**src/rtl/aof_consts.svh**
```systemverilog
/*
 Offsets, field positions, reset values and fixed words of the serial output formatter.
 Assumes inclusion by bare name from the formatter's design file.
*/
`ifndef AOF_CONSTS_SVH
`define AOF_CONSTS_SVH

`define AOF_ADDR_CTRL 8'h00
`define AOF_ADDR_TEST 8'h04
`define AOF_ADDR_HDR 8'h08
`define AOF_ADDR_STAT 8'h0C

`define AOF_CTRL_FMT_LSB 0
`define AOF_CTRL_INV_BIT 2
`define AOF_CTRL_LSBF_BIT 3
`define AOF_CTRL_LOWBW_BIT 4
`define AOF_CTRL_SYNC_BIT 5
`define AOF_TEST_LEN_LSB 8
`define AOF_STAT_DATA_BIT 0
`define AOF_STAT_UNDR_BIT 1

`define AOF_HDR_RST 8'h00
`define AOF_LEN_RST 4'hC
`define AOF_LEN_MIN 4'h8
`define AOF_LEN_MAX 4'hE

`define AOF_PKT_BITS 64
`define AOF_SAMPLES 4
`define AOF_ECC_LOW 7'h00
`define AOF_TRAIN_PKT 64'h66A5_3553_DDBB_CCAA

`define AOF_W_MID 14'h2000
`define AOF_W_ONES 14'h3FFF
`define AOF_W_CHK_A 14'h2AAA
`define AOF_W_CHK_B 14'h1555

`define AOF_PN9_SEED 9'h0DF
`define AOF_PN23_SEED 23'h29B80A

`define AOF_RESP_OKAY 2'b00
`define AOF_RESP_SLVERR 2'b10

`endif

```
**src/rtl/aof_pkg.sv**
```systemverilog
/*
 Types shared by the serial output formatter.
 Assumes nothing beyond a SystemVerilog compiler.
*/
package aof_pkg;
	typedef enum logic [1:0] {
		AOF_FMT_OFFBIN = 2'h0,
		AOF_FMT_TWOS = 2'h1,
		AOF_FMT_GRAY = 2'h2
	} aof_fmt_e;

	typedef enum logic [3:0] {
		AOF_TM_OFF = 4'h0,
		AOF_TM_MID = 4'h1,
		AOF_TM_PFS = 4'h2,
		AOF_TM_NFS = 4'h3,
		AOF_TM_CHK = 4'h4,
		AOF_TM_PNL = 4'h5,
		AOF_TM_PNS = 4'h6,
		AOF_TM_TGL = 4'h7
	} aof_tmode_e;
endpackage

```
**src/rtl/aof_formatter.sv**
```systemverilog
/*
 Sample FIFO and the per-lane packet formatter with its AXI4-Lite register slave.
 Assumes converter samples arrive on ref_clk_i; the sync pin is asynchronous.
*/
`timescale 1ns/1ns
`include "aof_consts.svh"

module aof_fifo #(
	parameter int W = 12,
	parameter int DEPTH = 8
) (
	input wire logic ref_clk_i,
	input wire logic resetn_i,
	input wire logic [W-1:0] in_data_i,
	input wire logic in_valid_i,
	output logic in_ready_o,
	output logic [W-1:0] out_data_o,
	output logic out_valid_o,
	input wire logic out_ready_i
);
	localparam int AW = $clog2(DEPTH);
	logic [W-1:0] mem_q [DEPTH];
	logic [AW-1:0] wp_q, rp_q;
	logic [AW:0] cnt_q, cnt_d;
	logic push, pop;

	initial begin
		if (DEPTH < 2 || (1 << AW) != DEPTH)
			$error("fifo depth must be a power of two");
	end

	assign push = in_valid_i && in_ready_o;
	assign pop = out_valid_o && out_ready_i;
	assign out_data_o = mem_q[rp_q];
	assign out_valid_o = cnt_q != '0;

	always_comb begin
		cnt_d = cnt_q;
		if (push && !pop)
			cnt_d = cnt_q + 1'b1;
		else if (pop && !push)
			cnt_d = cnt_q - 1'b1;
	end

	always_ff @(posedge ref_clk_i) begin
		if (!resetn_i) begin
			wp_q <= '0;
			rp_q <= '0;
			cnt_q <= '0;
			in_ready_o <= 1'b0;
		end else begin
			cnt_q <= cnt_d;
			in_ready_o <= cnt_d != DEPTH[AW:0];
			if (push)
				wp_q <= wp_q + 1'b1;
			if (pop)
				rp_q <= rp_q + 1'b1;
		end
	end

	always_ff @(posedge ref_clk_i) begin
		if (push)
			mem_q[wp_q] <= in_data_i;
	end
endmodule

module aof_formatter
	import aof_pkg::*;
#(
	parameter int SW = 12,
	parameter int FIFO_DEPTH = 8
) (
	input wire logic ref_clk_i,
	input wire logic resetn_i,
	input wire logic [7:0] s_axi_awaddr_i,
	input wire logic s_axi_awvalid_i,
	output logic s_axi_awready_o,
	input wire logic [31:0] s_axi_wdata_i,
	input wire logic [3:0] s_axi_wstrb_i,
	input wire logic s_axi_wvalid_i,
	output logic s_axi_wready_o,
	output logic [1:0] s_axi_bresp_o,
	output logic s_axi_bvalid_o,
	input wire logic s_axi_bready_i,
	input wire logic [7:0] s_axi_araddr_i,
	input wire logic s_axi_arvalid_i,
	output logic s_axi_arready_o,
	output logic [31:0] s_axi_rdata_o,
	output logic [1:0] s_axi_rresp_o,
	output logic s_axi_rvalid_o,
	input wire logic s_axi_rready_i,
	input wire logic [11:0] sample_i,
	input wire logic sample_valid_i,
	output logic sample_ready_o,
	input wire logic sync_i,
	output logic serial_o,
	output logic pll_low_bw_o
);
	initial begin
		if (SW != 12)
			$error("packet layout serves 12 bit samples only");
	end

	// register state
	logic [1:0] fmt_q;
	logic [3:0] tmode_q, len_q;
	logic [7:0] hdr_q;
	logic inv_q, lsbf_q, sync_soft_q, undr_q, data_mode_q;
	// bus slave state
	logic [7:0] awaddr_q;
	logic [31:0] wdata_q, rd_val;
	logic [3:0] wstrb_q;
	logic wr_go, wr_hit, rd_hit, undr_clr;
	// datapath state
	logic sync_m_q, sync_s_q;
	logic [63:0] shift_q, pkt_d;
	logic [5:0] bitcnt_q;
	logic [11:0] samp_q [`AOF_SAMPLES];
	logic [11:0] fifo_data;
	logic [2:0] have_q;
	logic [8:0] pn9_q, pn9_d;
	logic [22:0] pn23_q, pn23_d;
	logic boundary, synced, test_on, discard, use_data, fifo_valid, fifo_pop;

	function automatic logic [11:0] fmt_word(input logic [11:0] ob, input logic [1:0] f);
		if (f == AOF_FMT_TWOS)
			return {~ob[11], ob[10:0]};
		if (f == AOF_FMT_GRAY)
			return ob ^ {1'b0, ob[11:1]};
		return ob;
	endfunction

	// returns next state in the upper bits and the 12 bit word in the lower
	function automatic logic [20:0] pn9_step(input logic [8:0] s);
		logic [8:0] st;
		logic [11:0] w;
		st = s;
		w = '0;
		for (int i = 0; i < 12; i++) begin
			w = {w[10:0], st[7]};
			st = {st[7:0], st[8] ^ st[4]};
		end
		return {st, w};
	endfunction

	function automatic logic [34:0] pn23_step(input logic [22:0] s);
		logic [22:0] st;
		logic [11:0] w;
		st = s;
		w = '0;
		for (int i = 0; i < 12; i++) begin
			w = {w[10:0], ~st[21]};
			st = {st[21:0], st[22] ^ st[17]};
		end
		return {st, w};
	endfunction

	aof_fifo #(
		.W(12),
		.DEPTH(FIFO_DEPTH)
	) u_fifo (
		.ref_clk_i(ref_clk_i),
		.resetn_i(resetn_i),
		.in_data_i(sample_i),
		.in_valid_i(sample_valid_i),
		.in_ready_o(sample_ready_o),
		.out_data_o(fifo_data),
		.out_valid_o(fifo_valid),
		.out_ready_i(fifo_pop)
	);

	// AXI4-Lite write path: address and data taken in either order
	assign wr_go = !s_axi_awready_o && !s_axi_wready_o && !s_axi_bvalid_o;
	assign wr_hit = awaddr_q == `AOF_ADDR_CTRL || awaddr_q == `AOF_ADDR_TEST ||
		awaddr_q == `AOF_ADDR_HDR || awaddr_q == `AOF_ADDR_STAT;
	assign undr_clr = wr_go && awaddr_q == `AOF_ADDR_STAT && wstrb_q[0] && wdata_q[`AOF_STAT_UNDR_BIT];

	always_ff @(posedge ref_clk_i) begin
		if (!resetn_i) begin
			s_axi_awready_o <= 1'b1;
			s_axi_wready_o <= 1'b1;
			s_axi_bvalid_o <= 1'b0;
			s_axi_bresp_o <= `AOF_RESP_OKAY;
			awaddr_q <= '0;
			wdata_q <= '0;
			wstrb_q <= '0;
		end else begin
			if (s_axi_awvalid_i && s_axi_awready_o) begin
				awaddr_q <= s_axi_awaddr_i;
				s_axi_awready_o <= 1'b0;
			end
			if (s_axi_wvalid_i && s_axi_wready_o) begin
				wdata_q <= s_axi_wdata_i;
				wstrb_q <= s_axi_wstrb_i;
				s_axi_wready_o <= 1'b0;
			end
			if (wr_go) begin
				s_axi_bvalid_o <= 1'b1;
				s_axi_bresp_o <= wr_hit ? `AOF_RESP_OKAY : `AOF_RESP_SLVERR;
			end
			if (s_axi_bvalid_o && s_axi_bready_i) begin
				s_axi_bvalid_o <= 1'b0;
				s_axi_awready_o <= 1'b1;
				s_axi_wready_o <= 1'b1;
			end
		end
	end

	always_ff @(posedge ref_clk_i) begin
		if (!resetn_i) begin
			fmt_q <= AOF_FMT_OFFBIN;
			inv_q <= 1'b0;
			lsbf_q <= 1'b0;
			pll_low_bw_o <= 1'b0;
			sync_soft_q <= 1'b0;
			tmode_q <= AOF_TM_OFF;
			len_q <= `AOF_LEN_RST;
			hdr_q <= `AOF_HDR_RST;
		end else if (wr_go) begin
			if (awaddr_q == `AOF_ADDR_CTRL && wstrb_q[0]) begin
				fmt_q <= wdata_q[`AOF_CTRL_FMT_LSB +: 2];
				inv_q <= wdata_q[`AOF_CTRL_INV_BIT];
				lsbf_q <= wdata_q[`AOF_CTRL_LSBF_BIT];
				pll_low_bw_o <= wdata_q[`AOF_CTRL_LOWBW_BIT];
				sync_soft_q <= wdata_q[`AOF_CTRL_SYNC_BIT];
			end else if (awaddr_q == `AOF_ADDR_TEST) begin
				if (wstrb_q[0])
					tmode_q <= wdata_q[3:0];
				if (wstrb_q[1])
					len_q <= wdata_q[`AOF_TEST_LEN_LSB +: 4];
			end else if (awaddr_q == `AOF_ADDR_HDR && wstrb_q[0]) begin
				hdr_q <= wdata_q[7:0];
			end
		end
	end

	// read path: one cycle from address taken to rvalid
	always_comb begin
		rd_hit = 1'b1;
		rd_val = '0;
		if (s_axi_araddr_i == `AOF_ADDR_CTRL) begin
			rd_val = {26'h0, sync_soft_q, pll_low_bw_o, lsbf_q, inv_q, fmt_q};
		end else if (s_axi_araddr_i == `AOF_ADDR_TEST) begin
			rd_val = {20'h0, len_q, 4'h0, tmode_q};
		end else if (s_axi_araddr_i == `AOF_ADDR_HDR) begin
			rd_val = {24'h0, hdr_q};
		end else if (s_axi_araddr_i == `AOF_ADDR_STAT) begin
			rd_val = {30'h0, undr_q, data_mode_q};
		end else begin
			rd_hit = 1'b0;
		end
	end

	always_ff @(posedge ref_clk_i) begin
		if (!resetn_i) begin
			s_axi_arready_o <= 1'b1;
			s_axi_rvalid_o <= 1'b0;
			s_axi_rdata_o <= '0;
			s_axi_rresp_o <= `AOF_RESP_OKAY;
		end else if (s_axi_arvalid_i && s_axi_arready_o) begin
			s_axi_arready_o <= 1'b0;
			s_axi_rvalid_o <= 1'b1;
			s_axi_rdata_o <= rd_val;
			s_axi_rresp_o <= rd_hit ? `AOF_RESP_OKAY : `AOF_RESP_SLVERR;
		end else if (s_axi_rvalid_o && s_axi_rready_i) begin
			s_axi_rvalid_o <= 1'b0;
			s_axi_arready_o <= 1'b1;
		end
	end

	// sync pin is asynchronous to the sample clock
	always_ff @(posedge ref_clk_i) begin
		if (!resetn_i) begin
			sync_m_q <= 1'b0;
			sync_s_q <= 1'b0;
		end else begin
			sync_m_q <= sync_i;
			sync_s_q <= sync_m_q;
		end
	end

	assign boundary = bitcnt_q == 6'd63;
	assign synced = sync_s_q || sync_soft_q;
	assign test_on = tmode_q != AOF_TM_OFF;
	// converter data is drained and dropped while it cannot be sent, so the source never locks up
	assign discard = !synced || test_on;
	assign use_data = synced && !test_on && have_q == 3'd4;
	assign fifo_pop = fifo_valid && (discard || have_q != 3'd4 || boundary);

	always_ff @(posedge ref_clk_i) begin
		if (!resetn_i) begin
			have_q <= '0;
			for (int i = 0; i < `AOF_SAMPLES; i++)
				samp_q[i] <= '0;
		end else if (discard) begin
			have_q <= '0;
		end else if (boundary && use_data) begin
			have_q <= {2'b00, fifo_pop};
			if (fifo_pop)
				samp_q[0] <= fifo_data;
		end else if (fifo_pop) begin
			samp_q[have_q[1:0]] <= fifo_data;
			have_q <= have_q + 3'd1;
		end
	end

	// packet assembly
	always_comb begin
		logic [13:0] mask;
		logic [11:0] w [`AOF_SAMPLES];
		logic [20:0] r9;
		logic [34:0] r23;
		logic [63:0] raw;
		mask = `AOF_W_ONES << 2; // lengths outside 8..14 fall back to 12 bits
		for (int i = 0; i < `AOF_SAMPLES; i++)
			w[i] = '0;
		r9 = '0;
		r23 = '0;
		raw = '0;
		pn9_d = pn9_q;
		pn23_d = pn23_q;
		if (len_q >= `AOF_LEN_MIN && len_q <= `AOF_LEN_MAX)
			mask = `AOF_W_ONES << (5'd14 - {1'b0, len_q});
		for (int i = 0; i < `AOF_SAMPLES; i++) begin
			case (tmode_q)
				AOF_TM_MID: w[i] = fmt_word(12'(`AOF_W_MID >> 2), fmt_q);
				AOF_TM_PFS: w[i] = fmt_word(mask[13:2], fmt_q);
				AOF_TM_NFS: w[i] = fmt_word(12'h000, fmt_q);
				AOF_TM_CHK: w[i] = i % 2 == 0 ? 12'(`AOF_W_CHK_A & mask >> 2) : 12'(`AOF_W_CHK_B & mask >> 2);
				AOF_TM_TGL: w[i] = i % 2 == 0 ? mask[13:2] : 12'h000;
				AOF_TM_PNS: begin
					r9 = pn9_step(pn9_d);
					pn9_d = r9[20:12];
					w[i] = fmt_word(r9[11:0], fmt_q);
				end
				AOF_TM_PNL: begin
					r23 = pn23_step(pn23_d);
					pn23_d = r23[34:12];
					w[i] = fmt_word(r23[11:0], fmt_q);
				end
				default: w[i] = fmt_word(samp_q[i], fmt_q);
			endcase
		end
		if (!synced || (!test_on && !use_data))
			raw = `AOF_TRAIN_PKT;
		else
			raw = {hdr_q, w[0], w[1], w[2], w[3], 1'b0, `AOF_ECC_LOW};
		pkt_d = raw;
		if (lsbf_q) begin
			for (int b = 0; b < `AOF_PKT_BITS; b++)
				pkt_d[b] = raw[`AOF_PKT_BITS-1-b];
		end
		if (inv_q)
			pkt_d = ~pkt_d;
	end

	// one bit per clock, one packet per four sample periods
	always_ff @(posedge ref_clk_i) begin
		if (!resetn_i) begin
			bitcnt_q <= 6'd63;
			shift_q <= '0;
			serial_o <= 1'b0;
			data_mode_q <= 1'b0;
		end else begin
			bitcnt_q <= bitcnt_q + 6'd1;
			serial_o <= shift_q[63];
			if (boundary) begin
				shift_q <= pkt_d;
				data_mode_q <= synced && (test_on || use_data);
			end else begin
				shift_q <= {shift_q[62:0], 1'b0};
			end
		end
	end

	// generators restart from their seeds whenever their mode is left
	always_ff @(posedge ref_clk_i) begin
		if (!resetn_i) begin
			pn9_q <= `AOF_PN9_SEED;
			pn23_q <= `AOF_PN23_SEED;
		end else begin
			if (tmode_q != AOF_TM_PNS || !synced)
				pn9_q <= `AOF_PN9_SEED;
			else if (boundary)
				pn9_q <= pn9_d;
			if (tmode_q != AOF_TM_PNL || !synced)
				pn23_q <= `AOF_PN23_SEED;
			else if (boundary)
				pn23_q <= pn23_d;
		end
	end

	// underrun is sticky; a new underrun beats a clear in the same cycle
	always_ff @(posedge ref_clk_i) begin
		if (!resetn_i)
			undr_q <= 1'b0;
		else if (boundary && synced && !test_on && !use_data)
			undr_q <= 1'b1;
		else if (undr_clr)
			undr_q <= 1'b0;
	end
endmodule

```
**config.mk**
```make
export PLATFORM = sky130hd
export DESIGN_NAME = aof_formatter
export DESIGN_NICKNAME = d
export VERILOG_FILES = /design/src/rtl/aof_pkg.sv /design/src/rtl/aof_formatter.sv
export VERILOG_INCLUDE_DIRS = /design/src /design/src/rtl
export SDC_FILE = /design/constraint.sdc
export NUM_CORES = 1
export LEC_CHECK = 0
export BUFFER_PORTS_ARGS = -buffer_cell sky130_fd_sc_hd__buf_2
export CORE_UTILIZATION = 30
export CTS_BUF_LIST = sky130_fd_sc_hd__clkbuf_8
export DETAILED_ROUTE_END_ITERATION = 8
export MAX_ROUTING_LAYER = met4
export SETUP_SLACK_MARGIN = 0.3
export SLEW_MARGIN = 10
export SYNTH_ARGS = -nofsm -noshare
export SYNTH_HDL_FRONTEND = slang
export SYNTH_SLANG_ARGS = --single-unit
```
**constraint.sdc**
```tcl
create_clock -name ref_clk_i -period 3.2 [get_ports ref_clk_i]
set_input_delay 0.16 -clock ref_clk_i [delete_from_list [all_inputs] [get_ports ref_clk_i]]
set_output_delay 0.16 -clock ref_clk_i [all_outputs]
set_load 0.01 [all_outputs]
```
==> summary.md <==
| Metric | Value |
|---|---|
| CP Max Fanout | `8` |
| CTS Sinks | `331` |
| Fill count | `6,444` |
| Mean area per synthesized cell | `9.40 um^2` |
| Power, Total | `10,600 uW` |
| Fmax | `0.347 GHz` |
| Worst R2R Path Depth | `11` |
| MaxCap Viol Count | `0` |
| Crit-path cells | `ha_1 -> inv_1 -> ha_4 -> nor2b_2 -> o311ai_1 -> a22oi_2 -> o21ai_0 -> o21ai_0 -> o221ai_1 -> nand2_1 -> o211ai_1` |
| Chip Width | `256 um` |
| Num ports | `117` |
| Die Span Y | `256 um` |
| Area of the multi-input gates | `0.0108 mm^2` |
| RSZ-0062 raised after global routing | `yes` |
| Initial DRT Pass Iterations | `6` |
| Largest net degree at the start of global routing | `91` |
| Layout area overhead | `18.9%` |
| Setup TNS | `0 ps` |
| Grt total ovfl | `0` |
| Clock Latency Late Sink | `660 ps` |
| Reg area | `0.00808 mm^2` |
| Antenna Nets Post-Route | `0` |
| Fin worst setup slack | `315 ps` |
| Commonest non-fill, non-tap cell in the layout | `nand2_1` |
| Critical Path Most Common Cell | `o21ai_0` |
| Initial Utilization | `30.5%` |
| Seq cells post-synth | `331` |
| Htree depth | `2` |
| Cell variety after synth | `100` |
| Crit path depth | `11` |
| Ys async rst share | `0%` |
| CP peak stage delay | `370 ps` |
| Gpl congestion | `1.04` |
| Clock root buffer | `clkbuf_8` |
| Via count | `16.0k` |
| CP max stage cell | `o311ai_1` |
| Routed WL | `62.2 mm` |
| DP HPWL | `45.0 mm` |
| Worst path bufs/invs | `1` |
| Leakage | `0.00836 uW` |
| Power density cells | `459 mW/mm^2` |
| Hold Vio Cnt, Final | `0` |
| Crit start category | `register` |
| Initial DRC count | `1,206` |
| Vias in the first global route | `15.5k` |
| # setup viols final | `0` |
| Peak supply drop | `0.387 mV` |
| Synth Flop Type | `dfxtp_1` |
| Share of layout cells above drive strength 1 | `18.5%` |
| # rows | `92` |
| Worst hold path class | `input port to register` |
| Antenna violations before repair | `1` |
| Tot GR Track Use | `19.2%` |
| Worst Skew | `33.0 ps` |
| Outcome | `complete, no violations` |
| Worst hold path cell count | `4` |
| Die area | `0.0657 mm^2` |
| Pre-CTS setup slack | `10.1 ps` |
| Max-slew headroom | `15.9%` |
| Final max-slew violation count | `0` |
| Core ar. | `0.0635 mm^2` |
| Period minus WS final | `2890 ps` |
| First-pass GRT wire length | `95.1 mm` |
| Final period util | `90.2%` |
| Vias/cell | `5.18` |
| Post-layout nets | `2,275` |
| Most frequent cells in the layout | `239 x nand2_1, 210 x nor2_1, 178 x dfxtp_1` |
| Critical path capture point type | `register` |
| Post-Syn Area | `0.0194 mm^2` |
| CTS tree | `done` |
| Clk pin slew, worst setup/hold paths | `60 ps` |
| Critical Path RT | `3780 ps` |
| Post-synth EDFFs | `144` |
| Total CTS buffers | `56` |
| Synth Instances | `2,063` |
| DRC viols | `0` |
| Crit Path Class | `register to register` |
| Port bufs | `72` |
| Sequential fraction of the synthesis area | `41.6%` |
| Clock tree buffer depth | `3` |
| Worst Tran Pin Value | `1250 ps` |
| Synth warn | `0` |
| WL/cell | `20.2 um` |
| Crit path max-delay family | `compound AO/OA/AOI/OAI gates` |
| WP data arrival | `3470 ps` |
[registers in the layout, indices dropped and copies added (netlist names), 3 cells and up, named ones only]
name / count
hdr_q: 8
len_q: 4
u_fifo.wp_q: 3
bitcnt_q: 6
pn23_q: 23
wdata_q: 12
pn9_q: 9
shift_q: 64
awaddr_q: 8
tmode_q: 4
samp_q: 48
have_q: 3
u_fifo.rp_q: 3
u_fifo.cnt_q: 4
s_axi_rdata_o: 12
u_fifo.mem_q: 96
[power by group]
part,switching (uW),leakage [uW],total [uW],internal (uW)
Combinational,1140,0.00484,1900,765
Clock,1800,0.000633,3780,1980
Sequential,183,0.00289,4920,4730
Total,3120,0.00836,10600,7480
[per-stage QoR]
| step | cells | hold WS [ps] | cell area, um^2 | util [%] |
|---|---|---|---|---|
| floorplan | 2084 | 259 | 19500 | - |
| global placement | 2919 | 375 | 21000 | 33.1 |
| detailed placement | 2919 | 376 | 21000 | 33.1 |
| CTS | 3076 | 31.6 | 22800 | 35.9 |
| global route | 3084 | 74.2 | 23100 | 36.3 |
| finish | 3084 | 69.5 | 23100 | 36.3 |
[routing by layer]
metal | wire length [um] | GRT usage [%] | vias to the layer above | share of wire, %
li1 | - | - | 7536 | -
met1 | 27700 | 25.4 | 7816 | 44
met4 | 2130 | 6.92 | 0 | 3.4
met2 | 28700 | 29.7 | 525 | 46
met5 | 0 | - | - | 0
met3 | 3760 | 2.82 | 110 | 6.0
[logic make-up (layout without fill, tap and decap cells)]
| logic type | Yosys count | after routing | share of synthesized area [%] |
|---|---|---|---|
| xor gates and xnor gates | 293 | 293 | 15.0 |
| and+or+nand+nor | 658 | 658 | 15.4 |
| muxes | 86 | 86 | 6.16 |
| adders and majority gates | 12 | 12 | 0.774 |
| other | 1 | 24 | 0.0193 |
| DFF | 331 | 331 | 41.6 |
| AOI/OAI and AO/OA | 456 | 456 | 15.8 |
| buffers and inverters | 226 | 378 | 5.28 |
[cells in the mapped netlist, types with 13 or more instances]
cell type | number | area (um^2)
a211oi_1 | 46 | 345
a21o_1 | 14 | 105
a21oi_1 | 111 | 556
a22oi_1 | 21 | 158
and2_1 | 17 | 106
and3_1 | 14 | 87.6
buf_1 | 24 | 90.1
buf_2 | 44 | 220
buf_4 | 26 | 195
clkbuf_1 | 109 | 409
dfxtp_1 | 187 | 3740
edfxtp_1 | 144 | 4320
inv_1 | 17 | 63.8
mux2i_1 | 54 | 541
mux4_2 | 26 | 586
nand2_1 | 241 | 905
nand3_1 | 59 | 295
nand3b_1 | 13 | 97.6
nor2_1 | 211 | 792
nor3_1 | 26 | 130
o211ai_1 | 39 | 293
o21ai_0 | 80 | 400
o221ai_1 | 19 | 166
o22ai_1 | 18 | 113
xnor2_1 | 160 | 1400
xnor3_1 | 16 | 360
xor2_1 | 106 | 928
[repair_timing]
item / 4_1_cts / 5_1_grt
gates resized for setup: 31 / 40
pin swaps: 3 / 7
hold endpoints to repair: 141 / 0
hold buffers: 53 / 0
buffers inserted: 0 / 6
setup endpoints to repair: 32 / 77
[cell type report]
type | instances | area share, %
Sequential cell | 331 | 35.0
Tap cell | 846 | 4.59
Inverter | 20 | 0.325
Timing Repair Buffer | 254 | 8.61
Clock buffer | 63 | 3.76
Antenna cell | 2 | 0.0217
Multi-Input combinational cell | 1527 | 46.6
Clock inverter | 41 | 1.07
[worst register-to-register path, stage by stage (launching register included)]
cell,delay (ps)
dfxtp_1,320
ha_1,210
inv_1,130
ha_4,240
nor2b_2,170
o311ai_1,370
a22oi_2,180
o21ai_0,370
o21ai_0,270
o221ai_1,310
nand2_1,90
o211ai_1,140
[worst paths after layout]
check | end | start | slack (ps)
setup / recovery | shift_q[41] | len_q[0] | 310
hold / removal | s_axi_rdata_o[5] | s_axi_araddr_i[2] | 70
setup reg to reg | shift_q[41] | len_q[0] | 310
hold reg to reg | bitcnt_q[0] | bitcnt_q[0] | 400
(Power assumes the default switching activity.)
